File: src/rtl/fcl_pkg.sv
// Operation
// - Reset rising edge starts active flash load
// - Fabric held off until memory programmed
// - Modes active, passive, JTAG with widths
// - Active mode: own clock drives flash
// - Loader drives all flash instructions, addresses
// - First flash transaction is wake-up
// - Wait thirty microseconds after wake-up
// - Fast read from address zero sequentially
// - Third mode loads through JTAG port
package fcl_pkg;
   localparam int CLK_MHZ = 100;
   localparam int WAKE_WAIT_US = 30;
   localparam int WAKE_WAIT_CYC = WAKE_WAIT_US * CLK_MHZ;
   localparam logic [7:0] CMD_WAKE = 8'hAB;
   localparam logic [7:0] CMD_FAST_READ = 8'h0B;
   localparam logic [23:0] START_ADDR = 24'h00_0000;
   localparam int HDR_BITS = 40; // Command, address, dummy byte
   localparam int BITSTREAM_BYTES = 1024;
   localparam logic [1:0] MODE_ACTIVE = 2'h0;
   localparam logic [1:0] MODE_PASSIVE = 2'h1;
   localparam logic [1:0] MODE_JTAG = 2'h2;
   localparam logic [2:0] WID_X1 = 3'h0;
   localparam logic [2:0] WID_X2 = 3'h1;
   localparam logic [2:0] WID_X4 = 3'h2;
   localparam logic [2:0] WID_X8 = 3'h3;
   localparam logic [2:0] WID_X16 = 3'h4;
   localparam logic [2:0] WID_X32 = 3'h5;
   localparam logic [3:0] SCK_HALF = 4'h2;

   typedef enum logic [2:0] {
      ST_IDLE = 3'b000,
      ST_WAKE = 3'b001,
      ST_WAIT = 3'b010,
      ST_HDR = 3'b011,
      ST_DATA = 3'b100,
      ST_PASV = 3'b101,
      ST_JTAG = 3'b110,
      ST_DONE = 3'b111
   } fcl_state_e;

   typedef struct packed {
      fcl_state_e st;
      logic [2:0] rst_sync;
      logic [2:0] pclk_sync;
      logic [2:0] tck_sync;
      logic [31:0] pdat_s1;
      logic [31:0] pdat_s2;
      logic [1:0] tdi_sync;
      logic [1:0] so_s1;
      logic [3:0] io_s1;
      logic [3:0] io_s2;
      logic so_s2;
      logic [3:0] div;
      logic [15:0] cnt;
      logic [39:0] shreg;
      logic [7:0] byte_acc;
      logic [5:0] bit_cnt;
      logic [31:0] bytes;
      logic sck;
      logic cs_low;
      logic mosi;
      logic [7:0] wr_data;
      logic wr_en;
      logic [31:0] wr_addr;
      logic done;
   } fcl_state_s;
endpackage

File: src/rtl/fcl_loader.sv
`timescale 1ns/1ns
`default_nettype none
module fcl_loader
   import fcl_pkg::*;
(
   input wire logic clk,
   input wire logic rst_b,
   input wire logic config_reset_low,
   input wire logic [1:0] mode_sel,
   input wire logic [2:0] width_sel,
   input wire logic flash_miso,
   input wire logic [3:0] flash_io_in,
   input wire logic pasv_clk,
   input wire logic [31:0] pasv_data,
   input wire logic tck,
   input wire logic tdi,
   output logic flash_sck,
   output logic flash_cs_b,
   output logic flash_mosi,
   output logic [7:0] cfg_wr_data,
   output logic cfg_wr_en,
   output logic [31:0] cfg_wr_addr,
   output logic config_done,
   output logic fabric_enable
);
   // Whole state in one packed struct
   fcl_state_s s_reg, s_next;
   logic [5:0] lanes;

   // Bits taken per link clock edge for the selected width
   always_comb begin
      case (width_sel)
         WID_X1: lanes = 6'h01;
         WID_X2: lanes = 6'h02;
         WID_X4: lanes = 6'h04;
         WID_X8: lanes = 6'h08;
         WID_X16: lanes = 6'h10;
         WID_X32: lanes = 6'h20;
         default: lanes = 6'h01;
      endcase
      // Width follows the live width pins, not latched at the start of the load
      if (s_reg.st == ST_DATA && width_sel > WID_X4) begin
         lanes = 6'h04; // Active mode tops out at four lanes
      end
      // Test access port carries one bit per clock
      if (s_reg.st == ST_JTAG) begin
         lanes = 6'h01;
      end
   end

   // Next-state logic
   always_comb begin
      logic sck_fall;
      logic p_rise;
      logic t_rise;
      logic [39:0] in_word;
      sck_fall = 1'b0;
      p_rise = 1'b0;
      t_rise = 1'b0;
      in_word = 40'h00_0000_0000;
      // Hold state; write strobe is a one-cycle pulse
      s_next = s_reg;
      s_next.wr_en = 1'b0;
      // Synchronisers; first stage read only by second
      s_next.rst_sync = {s_reg.rst_sync[1:0], config_reset_low};
      s_next.pclk_sync = {s_reg.pclk_sync[1:0], pasv_clk};
      s_next.tck_sync = {s_reg.tck_sync[1:0], tck};
      s_next.pdat_s1 = pasv_data;
      s_next.pdat_s2 = s_reg.pdat_s1;
      s_next.tdi_sync = {s_reg.tdi_sync[0], tdi};
      s_next.so_s1 = {s_reg.so_s1[0], flash_miso};
      s_next.so_s2 = s_reg.so_s1[1];
      s_next.io_s1 = flash_io_in;
      s_next.io_s2 = s_reg.io_s1;
      // Rising edges of the synced link clocks
      p_rise = s_reg.pclk_sync[1] & ~s_reg.pclk_sync[2];
      t_rise = s_reg.tck_sync[1] & ~s_reg.tck_sync[2];
      // Internal serial clock divider
      if (s_reg.cs_low) begin
         if (s_reg.div == SCK_HALF - 4'h1) begin
            s_next.div = 4'h0;
            s_next.sck = ~s_reg.sck;
            sck_fall = s_reg.sck;
         end else begin
            s_next.div = s_reg.div + 4'h1;
         end
      end else begin
         // Clock held low while deselected
         s_next.div = 4'h0;
         s_next.sck = 1'b0;
      end
      // Byte assembly shared by all data paths narrower than eight lanes
      // Flash data taken at the next falling edge: the pin
      // synchronisers delay it past the rising edge of its bit
      if (s_reg.st == ST_DATA && sck_fall) begin
         in_word = (lanes == 6'h04) ? 40'(s_reg.io_s2) :
                   (lanes == 6'h02) ? 40'(s_reg.io_s2[1:0]) :
                   40'(s_reg.so_s2);
      end else if (s_reg.st == ST_PASV && p_rise) begin
         in_word = {8'h00, s_reg.pdat_s2};
      end else if (s_reg.st == ST_JTAG && t_rise) begin
         in_word = 40'(s_reg.tdi_sync[1]);
      end
      // Unused upper lanes masked so idle pins cannot leak in
      in_word = in_word & ~(40'hFF_FFFF_FFFF << lanes);
      if ((s_reg.st == ST_DATA && sck_fall) || (s_reg.st == ST_PASV && p_rise)
          || (s_reg.st == ST_JTAG && t_rise)) begin
         // Narrow lanes pack msb first into a byte
         if (s_reg.st == ST_JTAG || lanes < 6'h08) begin
            s_next.byte_acc = 8'(({32'h0, s_reg.byte_acc} << lanes) | in_word);
            s_next.bit_cnt = s_reg.bit_cnt
               + ((s_reg.st == ST_JTAG) ? 6'h01 : lanes);
            if (s_next.bit_cnt >= 6'h08) begin
               s_next.bit_cnt = 6'h00;
               s_next.wr_en = 1'b1;
               s_next.wr_data = s_next.byte_acc;
               s_next.wr_addr = s_reg.bytes;
               s_next.bytes = s_reg.bytes + 32'h1;
            end
         end else begin
            // Wide passive words: low byte written each edge
            s_next.wr_en = 1'b1;
            s_next.wr_data = in_word[7:0];
            s_next.wr_addr = s_reg.bytes;
            s_next.bytes = s_reg.bytes + 32'h1;
         end
      end
      // Load sequencer
      case (s_reg.st)
         ST_IDLE: begin
            // Load starts on release of reset
            if (s_reg.rst_sync[1] & ~s_reg.rst_sync[2]) begin
               s_next.bytes = 32'h0;
               s_next.bit_cnt = 6'h00;
               // Mode pins sampled only here, at the start
               case (mode_sel)
                  MODE_PASSIVE: s_next.st = ST_PASV;
                  MODE_JTAG: s_next.st = ST_JTAG;
                  default: begin
                     s_next.st = ST_WAKE;
                     s_next.cs_low = 1'b1;
                     s_next.shreg = {CMD_WAKE, 32'h0000_0000};
                     s_next.cnt = 16'h0008;
                  end
               endcase
            end
         end
         ST_WAKE, ST_HDR: begin
            // Loader shifts its own command bytes out
            if (sck_fall) begin
               s_next.shreg = {s_reg.shreg[38:0], 1'b0};
               s_next.cnt = s_reg.cnt - 16'h1;
               // Last bit of the frame just went out
               if (s_reg.cnt == 16'h1) begin
                  if (s_reg.st == ST_WAKE) begin
                     s_next.cs_low = 1'b0;
                     s_next.st = ST_WAIT;
                     s_next.cnt = 16'(WAKE_WAIT_CYC);
                  end else begin
                     s_next.st = ST_DATA;
                  end
               end
            end
         end
         ST_WAIT: begin
            // Flash wake-up time counted in clock cycles
            if (s_reg.cnt == 16'h0) begin
               s_next.st = ST_HDR;
               s_next.cs_low = 1'b1;
               s_next.shreg = {CMD_FAST_READ, START_ADDR, 8'h00};
               s_next.cnt = 16'(HDR_BITS);
            end else begin
               s_next.cnt = s_reg.cnt - 16'h1;
            end
         end
         ST_DATA, ST_PASV, ST_JTAG: begin
            // Burst ends once the whole bitstream is stored
            if (s_next.bytes == 32'(BITSTREAM_BYTES)) begin
               s_next.cs_low = 1'b0;
               s_next.st = ST_DONE;
            end
         end
         ST_DONE: begin
            // Fabric released only after a complete load
            s_next.done = 1'b1;
         end
         default: s_next.st = ST_IDLE;
      endcase
      s_next.mosi = s_next.shreg[39];
      // Renewed reset aborts and waits for next release
      if (~s_reg.rst_sync[1]) begin
         s_next.st = ST_IDLE;
         s_next.cs_low = 1'b0;
         s_next.done = 1'b0;
      end
      // Serial clock parks low with the select, no stray edge at frame end
      if (!s_next.cs_low) begin
         s_next.sck = 1'b0;
         s_next.div = 4'h0;
      end
   end

   // State register
   always_ff @(posedge clk or negedge rst_b) begin
      if (!rst_b) begin
         s_reg <= '0;
      end else begin
         s_reg <= s_next;
      end
   end

   // Outputs taken straight from the state register
   assign flash_sck = s_reg.sck;
   assign flash_cs_b = ~s_reg.cs_low;
   assign flash_mosi = s_reg.mosi;
   assign cfg_wr_data = s_reg.wr_data;
   assign cfg_wr_en = s_reg.wr_en;
   assign cfg_wr_addr = s_reg.wr_addr;
   assign config_done = s_reg.done;
   assign fabric_enable = s_reg.done; // Fabric held until loaded
endmodule
`default_nettype wire

File: config.mk
export PLATFORM = sky130hd
export DESIGN_NAME = fcl_loader
export DESIGN_NICKNAME = d
export VERILOG_FILES = /design/src/rtl/fcl_pkg.sv /design/src/rtl/fcl_loader.sv
export SDC_FILE = /design/constraint.sdc
export NUM_CORES = 1
export LEC_CHECK = 0
export ABC_AREA = 0
export BUFFER_PORTS_ARGS = -buffer_cell sky130_fd_sc_hd__buf_2
export CAP_MARGIN = 0
export CORE_AREA = 2 2 159 161
export CTS_CLUSTER_DIAMETER = 200
export DETAILED_ROUTE_END_ITERATION = 8
export DIE_AREA = 0 0 161 163
export PLACE_DENSITY = 0.48
export SLEW_MARGIN = 20
export SYNTH_ARGS = -nofsm -noshare
export SYNTH_HDL_FRONTEND = slang
export SYNTH_SLANG_ARGS = --single-unit
File: constraint.sdc
create_clock -name clk -period 5.4 [get_ports clk]
set_clock_uncertainty 0.1 [all_clocks]
set_input_delay 0.54 -clock clk [delete_from_list [all_inputs] [get_ports clk]]
set_output_delay 0.54 -clock clk [all_outputs]
set_load 0.01 [all_outputs]
# Yosys cells after proc, flatten, opt, wreduce, memory -nomap -nowiden
# Index checks and enable logic that the tools add are counted.
# classes
n_addsub	4
n_lt_le_gt_ge	3
eq_ne	32
shifts	2
mux	54
bitwise_logic	11
reduce_logical	18
# ops
operator	count
$mux W56	3
$pmux W56 S3	1
$mux W38	4
$mux W41	2
$mux W16	3
$mux W40	1
$shl A40 B6 Y8 const A	1
$mux W33	1
$add A32 B1 Y32 const B	1
$eq A32 B11 Y1 const B	1
$mux W32	1
$pmux W6 S5	1
$mux W6	4
$mux W3	7
$eq A3 B3 Y1 const B	6
$eq A16 B1 Y1 const B	1
$logic_not A16 Y1	1
$mux W1	16
$mux W4	4
$mux W8	2
$sub A16 B1 Y16 const B	1
$ne A3 B3 Y1 const B	5
$eq A3 B2 Y1 const B	4
$pmux W3 S4	1
other kinds (34)	52
# totals
regBits	191
inputBits	48
out_inout_bits	46
elab_cells	148

# Longest topological paths before layout
# Gate-level depths: netlist (run 1).
# logic_depth
ltp_word	15
mapped_depth	21

# Least setup slack after synthesis (run 1)
# OpenSTA, ideal clock, no wires.
# synth_timing
kind	input port to flip-flop
startpoint	in width_sel[1]
endpoint	reg s_reg[43] in the netlist's numbering
t_arrival_ps	4353
required_time_ps	5180
path_slack_ps	828
stages	21
path_buffers	1
cell_sequence	inv_1 ha_1 or2b_1 a21oi_1 o21a_1 o21ai_0 buf_2 ha_1 a211oi_1 or3b_4 o2bb2ai_4 xnor2_2 and2_1 inv_1 ha_1 and3_1 a211oi_1 nand3_1 nor4_1 a21oi_2 a31o_1
# synth_rtl
element	line	rtl
start: declaration	fcl_loader.sv:10	input wire logic [2:0] width_sel,
end signal: assignment	fcl_loader.sv:208	s_reg <= s_next;
end: declaration	fcl_loader.sv:27	fcl_state_s s_reg, s_next;

==> results.txt, run 1 <==
----------------------------------------------------
[Route]
  Total via count after detailed routing ... 6336
  Antenna viol nets, final ... 0
  Average via count per standard cell ... 5.037
  Detailed-router iteration count before antenna repair ... 6
  WL per Instance ... 16.19 um
  Residual DRC ... 0
  Initial drt markers ... 453
  Total Wirelength ... 20360 um

[Critical path]
  Start of the worst register-to-register path ... s_reg[238]
  Critical-path cell with the highest stage delay ... sky130_fd_sc_hd__or3b_4
  Worst endpoint required time ... 5.61 ns
  Largest fanout on the critical path ... 7
  Worst R2R Path Depth ... 18
  Flop2flop setup slack ... 0.52 ns
  Crit path kind ... reg2reg
  Critical Path, Cell by Cell ... nor3b_1 -> or2b_1 -> o21a_1 -> inv_1 -> ha_1 -> a211oi_1 -> or3b_4 -> o2bb2ai_4 -> xnor2_2 -> and2_1 -> inv_1 -> ha_1 -> and3_1 -> a211oi_1 -> nand3_1 -> nor4_1 -> a21oi_2 -> nor3b_2
  Critical register-to-register path endpoint ... s_reg[149]
  Nature of the critical path endpoint ... flop
  Critical Path AT ... 5.09 ns
  Largest stage delay on the critical path ... 0.44 ns
  Worst setup startpoint ... s_reg[238]
  Type of element launching the critical path ... flop

[Floorplanning]
  IO Count ... 94
  Die boundary height ... 163 um
  Starting Density ... 0.3446
  Std-Cell Core Area ... 24670 um2
  Area of the die ... 26240 um2
  Placement row count ... 58
  Die W ... 161 um

[Global route]
  Global route overflow ... 0
  Maximum number of pins on one net before global-route repair ... 59
  First-pass GRT wire length ... 34040 um
  All-layer global routing usage ... 0.1642
  Number of antenna violations at the first check in global routing ... 0
  Number of global-route vias before repair ... 6317

[Placed design]
  HPWL Detailed ... 14240 um
  Weighted congestion at the end of routability-driven global placement ... 0.8497
  Number of port buffers ... 69

[Timing]
  Shortest period the worst path allows ... 4.882 ns
  Number of hold-slack violations in the final timing report ... 0
  Pins Over Slew Limit ... 0
  RSZ-0062 raised after global routing ... no
  Normalized max-slew margin ... 0.4417
  Count of final setup violators ... 0
  Hold_ws ... 0.1002 ns
  Post-route fraction of the period consumed by the critical path ... 0.9041
  Slew at the pin closest to its max-slew limit ... 0.8303 ns
  Final TNS setup ... 0 ns
  Achievable clock frequency ... 0.2048 GHz

[CTS]
  Clock transition time at the flip-flop clock pins of the worst setup and hold paths ... 0.07 ns
  Cell at the root of the clock tree ... sky130_fd_sc_hd__clkbuf_16
  Cts-stage hold buffer count ... 1
  CTS buffer count ... 17
  Worst skew pair latency ... 0.44 ns
  Clk sinks ... 159
  Post_cts resized ... 0
  CTS tree ... yes
  Setup repair bufs after CTS ... 0
  Maximum clock insertion buffer count ... 2
  CTS H-Tree Depth ... 4

[Yosys]
  Area share of the leading cell type in the synthesized netlist ... 0.4680
  Leading post-synthesis cells by cell area ... sky130_fd_sc_hd__dfrtp_1 (47%), sky130_fd_sc_hd__nand2_1 (7.1%), sky130_fd_sc_hd__buf_4 (3.6%)
  Combined area of all synthesized cells ... 8502 um2
  Top flip-flop cell by instance count after synthesis ... sky130_fd_sc_hd__dfrtp_1
  Cell count after synthesis ... 890
  Total number of yosys warnings ... 0
  Post-synthesis register bit count ... 159
  Mean instance size in the synthesized netlist ... 9.553 um2
  Syn_nets ... 953
  EDFF count, synth ... 0
  Seq/Total Area, Yosys ... 0.4680
  Number of distinct library cells after synthesis ... 93
  Proportion of register bits with asynchronous set or reset after synthesis ... 1.000
  Cell type contributing the most total cell area after synthesis ... sky130_fd_sc_hd__dfrtp_1

[Status]
  Result of the run ... completed

[Min path]
  Hold Path Stages ... 1
  Worst min-delay path startpoint ... pasv_data[2]
  Hold worst-path end ... s_next[166]
  Hold/Removal Path Class ... in2reg

[Pwr]
  Clk pwr share ... 0.356
  Part of the power in combinational logic ... 0.244
  Relative contribution of sequential cells to total power ... 0.401
  Net Sw Frac ... 0.3524
  Leak pwr ... 4.324 nW
  Internal power contribution ... 2.250 mW
  Areal power density over the cells ... 366.8 nW/um2
  Peak supply drop ... 0.1729 mV
  Switching power of the nets ... 1.224 mW

[Final layout]
  Net count, final ... 978
  Most frequent cells in the layout ... sky130_fd_sc_hd__nand2_1 (161), sky130_fd_sc_hd__dfrtp_1 (159), sky130_fd_sc_hd__nor2_1 (74)
  Ant. Diodes ... 0
  Area growth from synthesis to final layout ... 11.42%
  Number of flip-flops in the largest register ... 95
  Most common cell after layout, fill and taps aside ... sky130_fd_sc_hd__nand2_1
  Ratio of cells with drive above 1 in the final layout ... 0.1886

[Run]
  Number of violations of the max-capacitance limit ... 0

----------------------------------------------------
## cells by family after synthesis
logic type	share of synthesized area
AO/OA/AOI/OAI	0.1511
XOR/XNOR	0.04224
adder cells (fa/ha/maj)	0.02296
buffers and inverters	0.06858
flip-flops	0.4680
multiplexers	0.02208
AND/OR/NAND/NOR	0.2250
## power groups by stage
| stage | sequential, mW | clock (mW) | combinational, mW |
|---|---|---|---|
| after floorplan | 1.40 | 0 | 0.619 |
| after CTS | 1.39 | 1.27 | 0.855 |
| after detailed placement | 1.41 | 0 | 0.855 |
| after global placement | 1.41 | 0 | 0.848 |
| after global routing | 1.41 | 1.33 | 0.966 |
| final | 1.39 | 1.24 | 0.847 |
## synthesized netlist by cell type (9+ instances only)
master and number:
sky130_fd_sc_hd__nand4_1 12, sky130_fd_sc_hd__clkbuf_1 29, sky130_fd_sc_hd__a21oi_1 31, sky130_fd_sc_hd__nand2_1 161, sky130_fd_sc_hd__inv_1 20, sky130_fd_sc_hd__dfrtp_1 159
sky130_fd_sc_hd__o21ai_0 54, sky130_fd_sc_hd__or3_1 14, sky130_fd_sc_hd__xor2_1 18, sky130_fd_sc_hd__nor2_1 74, sky130_fd_sc_hd__ha_1 14, sky130_fd_sc_hd__buf_4 41
sky130_fd_sc_hd__nor3_1 14, sky130_fd_sc_hd__and3_1 9, sky130_fd_sc_hd__nand3_1 37, sky130_fd_sc_hd__xnor2_1 13, sky130_fd_sc_hd__o211ai_1 9, sky130_fd_sc_hd__mux2_2 10
sky130_fd_sc_hd__a211oi_1 10
## metrics by stage
stage,util,total power [mW],worst slack (ns),std cells,area [um2]
after global placement,0.3596,2.259,0.3484,1225,8872
after floorplan,-,2.015,0.8276,890,8502
after detailed placement,0.3596,2.266,0.2168,1225,8872
after global routing,0.3839,3.700,0.1251,1258,9473
after CTS,0.3839,3.518,0.4666,1258,9473
final,0.3839,3.474,0.5178,1258,9473
## worst max-delay path: cells and delay by family (launching register included)
kind | cells | cell delay (ns)
adder cells (fa/ha/maj) | 2 | 0.47
buffers and inverters | 2 | 0.17
AO/OA/AOI/OAI | 5 | 0.86
XOR/XNOR | 1 | 0.43
AND/OR/NAND/NOR | 8 | 2.31
flip-flops | 1 | 0.39
## how the worst max path moves through the flow
stage | endpoint | slack (ns) | depth (start not counted)
6_report | s_reg[149] | 0.52 | 18
3_5_place_dp | s_reg[149] | 0.22 | 21
3_3_place_gp | s_reg[43] | 0.35 | 21
2_1_floorplan | s_reg[43] | 0.83 | 21
5_1_grt | s_reg[149] | 0.13 | 18
4_1_cts | s_reg[43] | 0.47 | 18
## final cells by class
cell class	instances	area, um2
multi-input cells	631	3941
well taps	330	412.9
clock inverters	15	165.2
repair buffers	84	466.7
fillers	2544	15200
inverters	22	82.58
clock buffers	17	425.4
flip-flops and latches	159	3979
## layer usage
metal / part of all wire / wire, um / global-route usage / vias up
met3: 0.044 / 886 / 0.03794 / 13
met5: 0 / 0 / 0 / -
met2: 0.48 / 9691 / 0.2688 / 112
met4: 0.0083 / 169 / 0.04058 / 0
li1: - / - / - / 3134
met1: 0.47 / 9617 / 0.2210 / 3077
(Power assumes the default switching activity.)
==> run 2, diff against run 1 <==
--- a/config.mk
+++ b/config.mk
@@ -5,13 +5,13 @@
 export SDC_FILE = /design/constraint.sdc
 export NUM_CORES = 1
 export LEC_CHECK = 0
-export ABC_AREA = 0
+export ABC_AREA = 1
 export BUFFER_PORTS_ARGS = -buffer_cell sky130_fd_sc_hd__buf_2
 export CAP_MARGIN = 0
-export CORE_AREA = 2 2 159 161
+export CORE_AREA = 2 2 157 159
 export CTS_CLUSTER_DIAMETER = 200
 export DETAILED_ROUTE_END_ITERATION = 8
-export DIE_AREA = 0 0 161 163
+export DIE_AREA = 0 0 159 161
 export PLACE_DENSITY = 0.48
 export SLEW_MARGIN = 20
 export SYNTH_ARGS = -nofsm -noshare
==> results.txt, run 2 <==
----------------------------------------------------
[Critical path]
  Flop2flop setup slack ... 0.78 ns (+0.27 ns)
  Nature of the critical path endpoint ... flop
  Largest fanout on the critical path ... 12 (+5)
  Worst R2R Path Depth ... 26 (+8)
  Most numerous cell on the critical path ... sky130_fd_sc_hd__nand2_1
  Largest stage delay on the critical path ... 0.61 ns (+0.17 ns)
  Worst endpoint required time ... 5.61 ns (about the same)
  Start of the worst register-to-register path ... s_reg[239]
  Critical-path cell with the highest stage delay ... sky130_fd_sc_hd__dfrtp_1
  Type of element launching the critical path ... flop
  Critical Path AT ... 4.83 ns (-0.26 ns)
  Crit path kind ... reg2reg
  Critical register-to-register path endpoint ... s_reg[147]

[Placed design]
  Number of port buffers ... 69 (unchanged)
  Worst setup slack before clock tree synthesis ... 0.7435 ns (+0.5267 ns)
  HPWL Detailed ... 13040 um (-8.5%)
  Weighted congestion at the end of routability-driven global placement ... 0.8384 (-1.3%)
  Total placed cells including tap cells ... 1378 (+12%)

[Yosys]
  Top flip-flop cell by instance count after synthesis ... sky130_fd_sc_hd__dfrtp_1
  Leading post-synthesis cells by cell area ... sky130_fd_sc_hd__dfrtp_1 (48%), sky130_fd_sc_hd__nand2_1 (12%), sky130_fd_sc_hd__nor2_1 (6.1%)
  Seq/Total Area, Yosys ... 0.4850 (+0.01699)
  Combined area of all synthesized cells ... 8204 um2 (-3.5%)
  Syn_nets ... 1104 (+16%)
  Number of distinct library cells after synthesis ... 48 (-48%)
  EDFF count, synth ... 0 (unchanged)
  Post-synthesis register bit count ... 159 (unchanged)
  Area share of the leading cell type in the synthesized netlist ... 0.4850 (+0.01699)
  Cell type contributing the most total cell area after synthesis ... sky130_fd_sc_hd__dfrtp_1
  Mean instance size in the synthesized netlist ... 7.881 um2 (-17%)
  Total number of yosys warnings ... 0 (unchanged)
  Most instantiated library cell after synthesis ... sky130_fd_sc_hd__nand2_1
  Cell count after synthesis ... 1041 (+17%)
  Proportion of register bits with asynchronous set or reset after synthesis ... 1.000 (unchanged)
  Post-synth top cells ... sky130_fd_sc_hd__nand2_1 (267), sky130_fd_sc_hd__dfrtp_1 (159), sky130_fd_sc_hd__nor2_1 (134)

[Floorplanning]
  Starting Density ... 0.3424 (-0.002208)
  Area of the die ... 25600 um2 (-2.5%)
  Die W ... 159 um (-1.2%)
  Die boundary height ... 161 um (-1.2%)
  IO Count ... 94 (unchanged)
  Placement row count ... 57 (-1.7%)
  Std-Cell Core Area ... 23960 um2 (-2.9%)

[CTS]
  Cts-stage hold buffer count ... 0 (-1)
  CTS H-Tree Depth ... 4 (unchanged)
  Setup repair bufs after CTS ... 0 (unchanged)
  CTS tree ... yes
  Clk sinks ... 159 (unchanged)
  Clock transition time at the flip-flop clock pins of the worst setup and hold paths ... 0.07 ns (about the same)
  Maximum clock insertion buffer count ... 2 (unchanged)
  Post_cts resized ... 0 (unchanged)
  Cell at the root of the clock tree ... sky130_fd_sc_hd__clkbuf_16
  CTS buffer count ... 17 (unchanged)
  Worst skew pair latency ... 0.43 ns (about the same)

[Timing]
  Final TNS setup ... 0 ns (unchanged)
  Shortest period the worst path allows ... 4.616 ns (-0.2663 ns)
  Post-route fraction of the period consumed by the critical path ... 0.8548 (-0.04932)
  Number of hold-slack violations in the final timing report ... 0 (unchanged)
  Post-route setup slack ... 0.7842 ns (+0.2663 ns)
  Normalized max-slew margin ... 0.4761 (+0.03441)
  Pins Over Slew Limit ... 0 (unchanged)
  RSZ-0062 raised after global routing ... no
  Count of final setup violators ... 0 (unchanged)
  Achievable clock frequency ... 0.2166 GHz (+5.8%)
  Slew at the pin closest to its max-slew limit ... 0.7858 ns (-0.04452 ns)

[Status]
  Result of the run ... completed

[Final layout]
  Net count, final ... 1136 (+16%)
  Most frequent cells in the layout ... sky130_fd_sc_hd__nand2_1 (266), sky130_fd_sc_hd__dfrtp_1 (159), sky130_fd_sc_hd__nor2_1 (134)
  Most common cell after layout, fill and taps aside ... sky130_fd_sc_hd__nand2_1
  Number of flip-flops in the largest register ... 95 (unchanged)
  Storage cell area ... 3979 um2 (unchanged)
  Ratio of cells with drive above 1 in the final layout ... 0.1243 (-0.06427)
  Ant. Diodes ... 0 (unchanged)
  Filler instances ... 2540 (-0.16%)
  Area occupied by multi-input gates ... 3321 um2 (-16%)
  Number of standard cells in the final layout excluding fillers ... 1410 (+12%)
  Area growth from synthesis to final layout ... 12.20%

[Route]
  Residual DRC ... 0 (unchanged)
  Initial drt markers ... 332 (-27%)
  Total via count after detailed routing ... 6443 (+1.7%)
  Average via count per standard cell ... 4.570 (-9.3%)
  WL per Instance ... 13.05 um (-19%)
  Total Wirelength ... 18400 um (-9.6%)
  Detailed-router iteration count before antenna repair ... 5 (-1)
  Antenna viol nets, final ... 0 (unchanged)

[Global route]
  Maximum number of pins on one net before global-route repair ... 84 (+42%)
  Global route overflow ... 0 (unchanged)
  Number of global-route vias before repair ... 6275 (-0.66%)
  Number of antenna violations at the first check in global routing ... 1 (+1)
  First-pass GRT wire length ... 31680 um (-7.0%)
  All-layer global routing usage ... 0.1522 (-0.01200)

[Run]
  Number of violations of the max-capacitance limit ... 0 (unchanged)

[Min path]
  Hold/Removal Path Class ... in2async

[Pwr]
  Peak supply drop ... 0.1954 mV (+13%)
  Areal power density over the cells ... 424.9 nW/um2 (+16%)
  Leak pwr ... 4.749 nW (+9.8%)

----------------------------------------------------
run 2: cell families after synthesis:
kind of cell	synth area share
adder cells (fa/ha/maj)	0.02379
multiplexers	0.002440
AND/OR/NAND/NOR	0.2817
XOR/XNOR	0.01068
buffers and inverters	0.1112
AO/OA/AOI/OAI	0.08525
flip-flops	0.4850
run 2: power breakdown:
part	total, mW	switching [mW]	internal, mW
logic	1.16	0.761	0.395
clock network	1.20	0.575	0.623
registers	1.56	0.158	1.40
total	3.91	1.49	2.42
run 2: through the flow:
step	instance area (um2)	hold slack, ns	total power, mW	util
after global routing	9205	0.07949	4.231	0.3841
after detailed placement	8623	0.2347	2.753	0.3599
after global placement	8623	0.2312	2.746	0.3599
after floorplan	8204	0.1444	2.479	-
final	9205	0.03251	3.911	0.3841
after CTS	9205	0.07914	3.976	0.3841
run 2: worst max-delay path by stage:
stage,startpoint,endpoint,slack [ns],depth (start not counted)
2_1_floorplan,width_sel[1],s_reg[147],1.15,27
3_3_place_gp,width_sel[1],s_reg[149],0.80,27
3_5_place_dp,width_sel[1],s_reg[147],0.74,27
4_1_cts,s_reg[239],s_reg[147],0.76,26
5_1_grt,s_reg[239],s_reg[149],0.18,26
6_report,s_reg[239],s_reg[147],0.78,26
run 2: critical path, delay by kind of cell (launching register included):
family | cells | cell delay (ns)
mux | 1 | 0.18
flops | 1 | 0.61
fa+ha+maj | 3 | 0.90
simple gates | 16 | 1.80
compound gates | 3 | 0.46
xor+xnor | 1 | 0.09
buf+inv | 2 | 0.35
run 2: per-layer routing:
layer  share of wire  vias up  GRT usage
li1                -     3372          -
met1            0.49     2943     0.2101
met2            0.47      115     0.2449
met3           0.034       11    0.03416
met4          0.0079        2    0.03595
met5         0.00071        -          0
run 2: cell type report:
type,instances,area share
Tap cell,324,0.04404
Multi-Input combinational cell,689,0.3607
Clock buffer,17,0.04621
Clock inverter,15,0.01699
Sequential cell,159,0.4322
Inverter,127,0.05206
Timing Repair Buffer,79,0.04771
==> run 3, diff against run 2 <==
--- a/config.mk
+++ b/config.mk
@@ -6,13 +6,14 @@
 export NUM_CORES = 1
 export LEC_CHECK = 0
 export ABC_AREA = 1
+export ABC_CLOCK_PERIOD_IN_PS = 4200
 export BUFFER_PORTS_ARGS = -buffer_cell sky130_fd_sc_hd__buf_2
 export CAP_MARGIN = 0
 export CORE_AREA = 2 2 157 159
 export CTS_CLUSTER_DIAMETER = 200
 export DETAILED_ROUTE_END_ITERATION = 8
 export DIE_AREA = 0 0 159 161
-export PLACE_DENSITY = 0.48
+export PLACE_DENSITY = 0.5
 export SLEW_MARGIN = 20
 export SYNTH_ARGS = -nofsm -noshare
 export SYNTH_HDL_FRONTEND = slang
==> constraint.sdc (replaced) <==
create_clock -name clk -period 4.2 [get_ports clk]
set_clock_uncertainty 0.1 [all_clocks]
set_input_delay 0.42 -clock clk [delete_from_list [all_inputs] [get_ports clk]]
set_output_delay 0.42 -clock clk [all_outputs]
set_load 0.01 [all_outputs]
==> results.txt, run 3 (synthesis results as in run 2) <==
----------------------------------------------------
[Pwr]
  Switching power of the nets ... 1.973 mW (+32%)
  Internal power contribution ... 3.261 mW (+35%)
  Clk pwr share ... 0.305 (about the same)
  Part of the power in combinational logic ... 0.314 (+0.019)
  Total Power Consumption ... 5.234 mW (+34%)
  Leak pwr ... 4.942 nW (+4.1%)
  Peak supply drop ... 0.2287 mV (+17%)
  Relative contribution of sequential cells to total power ... 0.381 (-0.017)
  Net Sw Frac ... 0.3770 (-0.004786)
  Areal power density over the cells ... 541.4 nW/um2 (+27%)

[Placed design]
  HPWL Detailed ... 13160 um (+0.96%)
  Weighted congestion at the end of routability-driven global placement ... 0.8376 (about the same)
  Number of port buffers ... 69 (unchanged)
  Worst setup slack before clock tree synthesis ... -0.07348 ns (-0.8170 ns)
  Total cell area at the placement stage ... 8761 um2 (+1.6%)

[Route]
  Antenna viol nets, final ... 0 (unchanged)
  Detailed-router iteration count before antenna repair ... 5 (unchanged)
  WL per Instance ... 12.93 um (-0.90%)
  Total Wirelength ... 18720 um (+1.7%)
  Initial drt markers ... 408 (+23%)
  Residual DRC ... 0 (unchanged)
  Average via count per standard cell ... 4.597 (+0.60%)
  Total via count after detailed routing ... 6652 (+3.2%)

[Final layout]
  Most common cell after layout, fill and taps aside ... sky130_fd_sc_hd__nand2_1
  Ant. Diodes ... 0 (unchanged)
  Number of flip-flops in the largest register ... 95 (unchanged)
  Area growth from synthesis to final layout ... 17.84%
  Net count, final ... 1173 (+3.3%)
  Most frequent cells in the layout ... sky130_fd_sc_hd__nand2_1 (260), sky130_fd_sc_hd__dfrtp_1 (157), sky130_fd_sc_hd__nor2_1 (132)
  Share of the core filled with cells in the final layout ... 0.4035 (+0.01932)
  Ratio of cells with drive above 1 in the final layout ... 0.1549 (+0.03063)
  Area of all placed cells without fillers ... 9668 um2 (+5.0%)

[Global route]
  Number of antenna violations at the first check in global routing ... 0 (-1)
  Maximum number of pins on one net before global-route repair ... 110 (+31%)
  First-pass GRT wire length ... 31240 um (-1.4%)
  Global route overflow ... 0 (unchanged)
  Number of global-route vias before repair ... 6341 (+1.1%)
  All-layer global routing usage ... 0.1508 (-0.001422)

[Timing]
  Achievable clock frequency ... 0.2596 GHz (+20%)
  Slew at the pin closest to its max-slew limit ... 0.8753 ns (+0.08954 ns)
  Post-route fraction of the period consumed by the critical path ... 0.9172 (+0.06243)
  Hold_ws ... 0.002584 ns (-0.02993 ns)
  Count of final setup violators ... 0 (unchanged)
  Normalized max-slew margin ... 0.4164 (-0.05969)
  Shortest period the worst path allows ... 3.852 ns (-0.7635 ns)
  Number of hold-slack violations in the final timing report ... 0 (unchanged)
  Post-route setup slack ... 0.3477 ns (-0.4365 ns)
  Pins Over Slew Limit ... 0 (unchanged)

[Critical path]
  Worst endpoint required time ... 4.47 ns (-1.14 ns)
  Critical-path cell with the highest stage delay ... sky130_fd_sc_hd__dfrtp_2
  Largest stage delay on the critical path ... 0.44 ns (-0.17 ns)
  Flop2flop setup slack ... 0.35 ns (-0.44 ns)
  Most numerous cell on the critical path ... sky130_fd_sc_hd__nand2_1
  Nature of the critical path endpoint ... flop
  Type of element launching the critical path ... flop
  Crit path kind ... reg2reg
  Largest fanout on the critical path ... 4 (-8)
  Critical Path AT ... 4.12 ns (-0.71 ns)

[Run]
  Number of violations of the max-capacitance limit ... 0 (unchanged)

[Floorplanning]
  Area of the die ... 25600 um2 (unchanged)
  Die W ... 159 um (unchanged)
  Starting Density ... 0.3424 (unchanged)
  Die boundary height ... 161 um (unchanged)
  Placement row count ... 57 (unchanged)
  IO Count ... 94 (unchanged)
  Std-Cell Core Area ... 23960 um2 (unchanged)

[CTS]
  CTS buffer count ... 17 (unchanged)
  Worst skew pair latency ... 0.44 ns (about the same)
  CTS tree ... yes
  Clk sinks ... 159 (unchanged)
  Maximum clock insertion buffer count ... 2 (unchanged)
  Cell at the root of the clock tree ... sky130_fd_sc_hd__clkbuf_16
  Clock transition time at the flip-flop clock pins of the worst setup and hold paths ... 0.07 ns (about the same)
  CTS H-Tree Depth ... 4 (unchanged)

[Min path]
  Hold/Removal Path Class ... in2async

[Status]
  Result of the run ... completed

----------------------------------------------------
-- run 3: cell types whose count changed in the layout (fill, tap and decap cells not counted), sizes merged --
cell,previous run,this run
clkbuf,17,18
dlygate4sd3,0,17
clkinv,3,5
buf,79,98
inv,139,136
bufinv,0,1
-- run 3: stage by stage --
stage,TNS (ns),cells
6_report,0,1447
5_1_grt,-0.03558,1447
4_1_cts,0,1442
3_5_place_dp,-0.3386,1393
3_3_place_gp,-0.1830,1393
2_1_floorplan,0,1041
-- run 3: power by group through the flow --
| stage | combinational [mW] | sequential [mW] | clock [mW] |
|---|---|---|---|
| after CTS | 1.58 | 1.99 | 1.65 |
| final | 1.64 | 2.00 | 1.60 |
| after global placement | 1.55 | 2.02 | 0 |
| after detailed placement | 1.57 | 2.02 | 0 |
| after floorplan | 1.21 | 1.98 | 0 |
| after global routing | 1.85 | 2.03 | 1.72 |
-- run 3: worst paths after layout --
kind / start / endpoint / cells past startpoint
worst min register to register: s_next[169] / s_reg[169] / 0
worst min-delay path: rst_b / cfg_wr_addr[22] / 1
max in group asynchronous: rst_b / s_next[171] / 2
min in group clk: s_next[169] / s_reg[169] / 0
worst max register to register: s_reg[238] / s_reg[237] / 29
worst max-delay path: s_reg[238] / s_reg[237] / 29
-- run 3: layout make-up --
type / instances / area (um2)
Multi-Input combinational cell: 689 / 3401
Clock buffer: 17 / 425.4
Timing Repair Buffer: 116 / 790.8
Sequential cell: 159 / 3981
Tap cell: 324 / 405.4
Clock inverter: 15 / 185.2
Inverter: 127 / 479.2
Fill cell: 2527 / 14300
-- run 3: critical path: cells and delay by family, from the launching register on --
kind	cells	cell delay [ns]
AOI/OAI and AO/OA	3	0.37
xor gates and xnor gates	1	0.08
adders and majority gates	3	0.81
buffers and inverters	3	0.29
DFF	1	0.44
muxes	1	0.17
and+or+nand+nor	18	1.53
-- run 3: metal layers --
metal / GRT usage / routed length [um]
met5: 0 / 0
met4: 0.04421 / 180
met3: 0.03056 / 637
met2: 0.2401 / 8597
met1: 0.2090 / 9301
-- run 3: repair_timing --
item	in CTS	in global routing
hold buffers	17	0
setup buffers	0	5
endpoints found under the hold margin	17	0
gates resized for setup	0	26
endpoints found under the setup margin	0	16
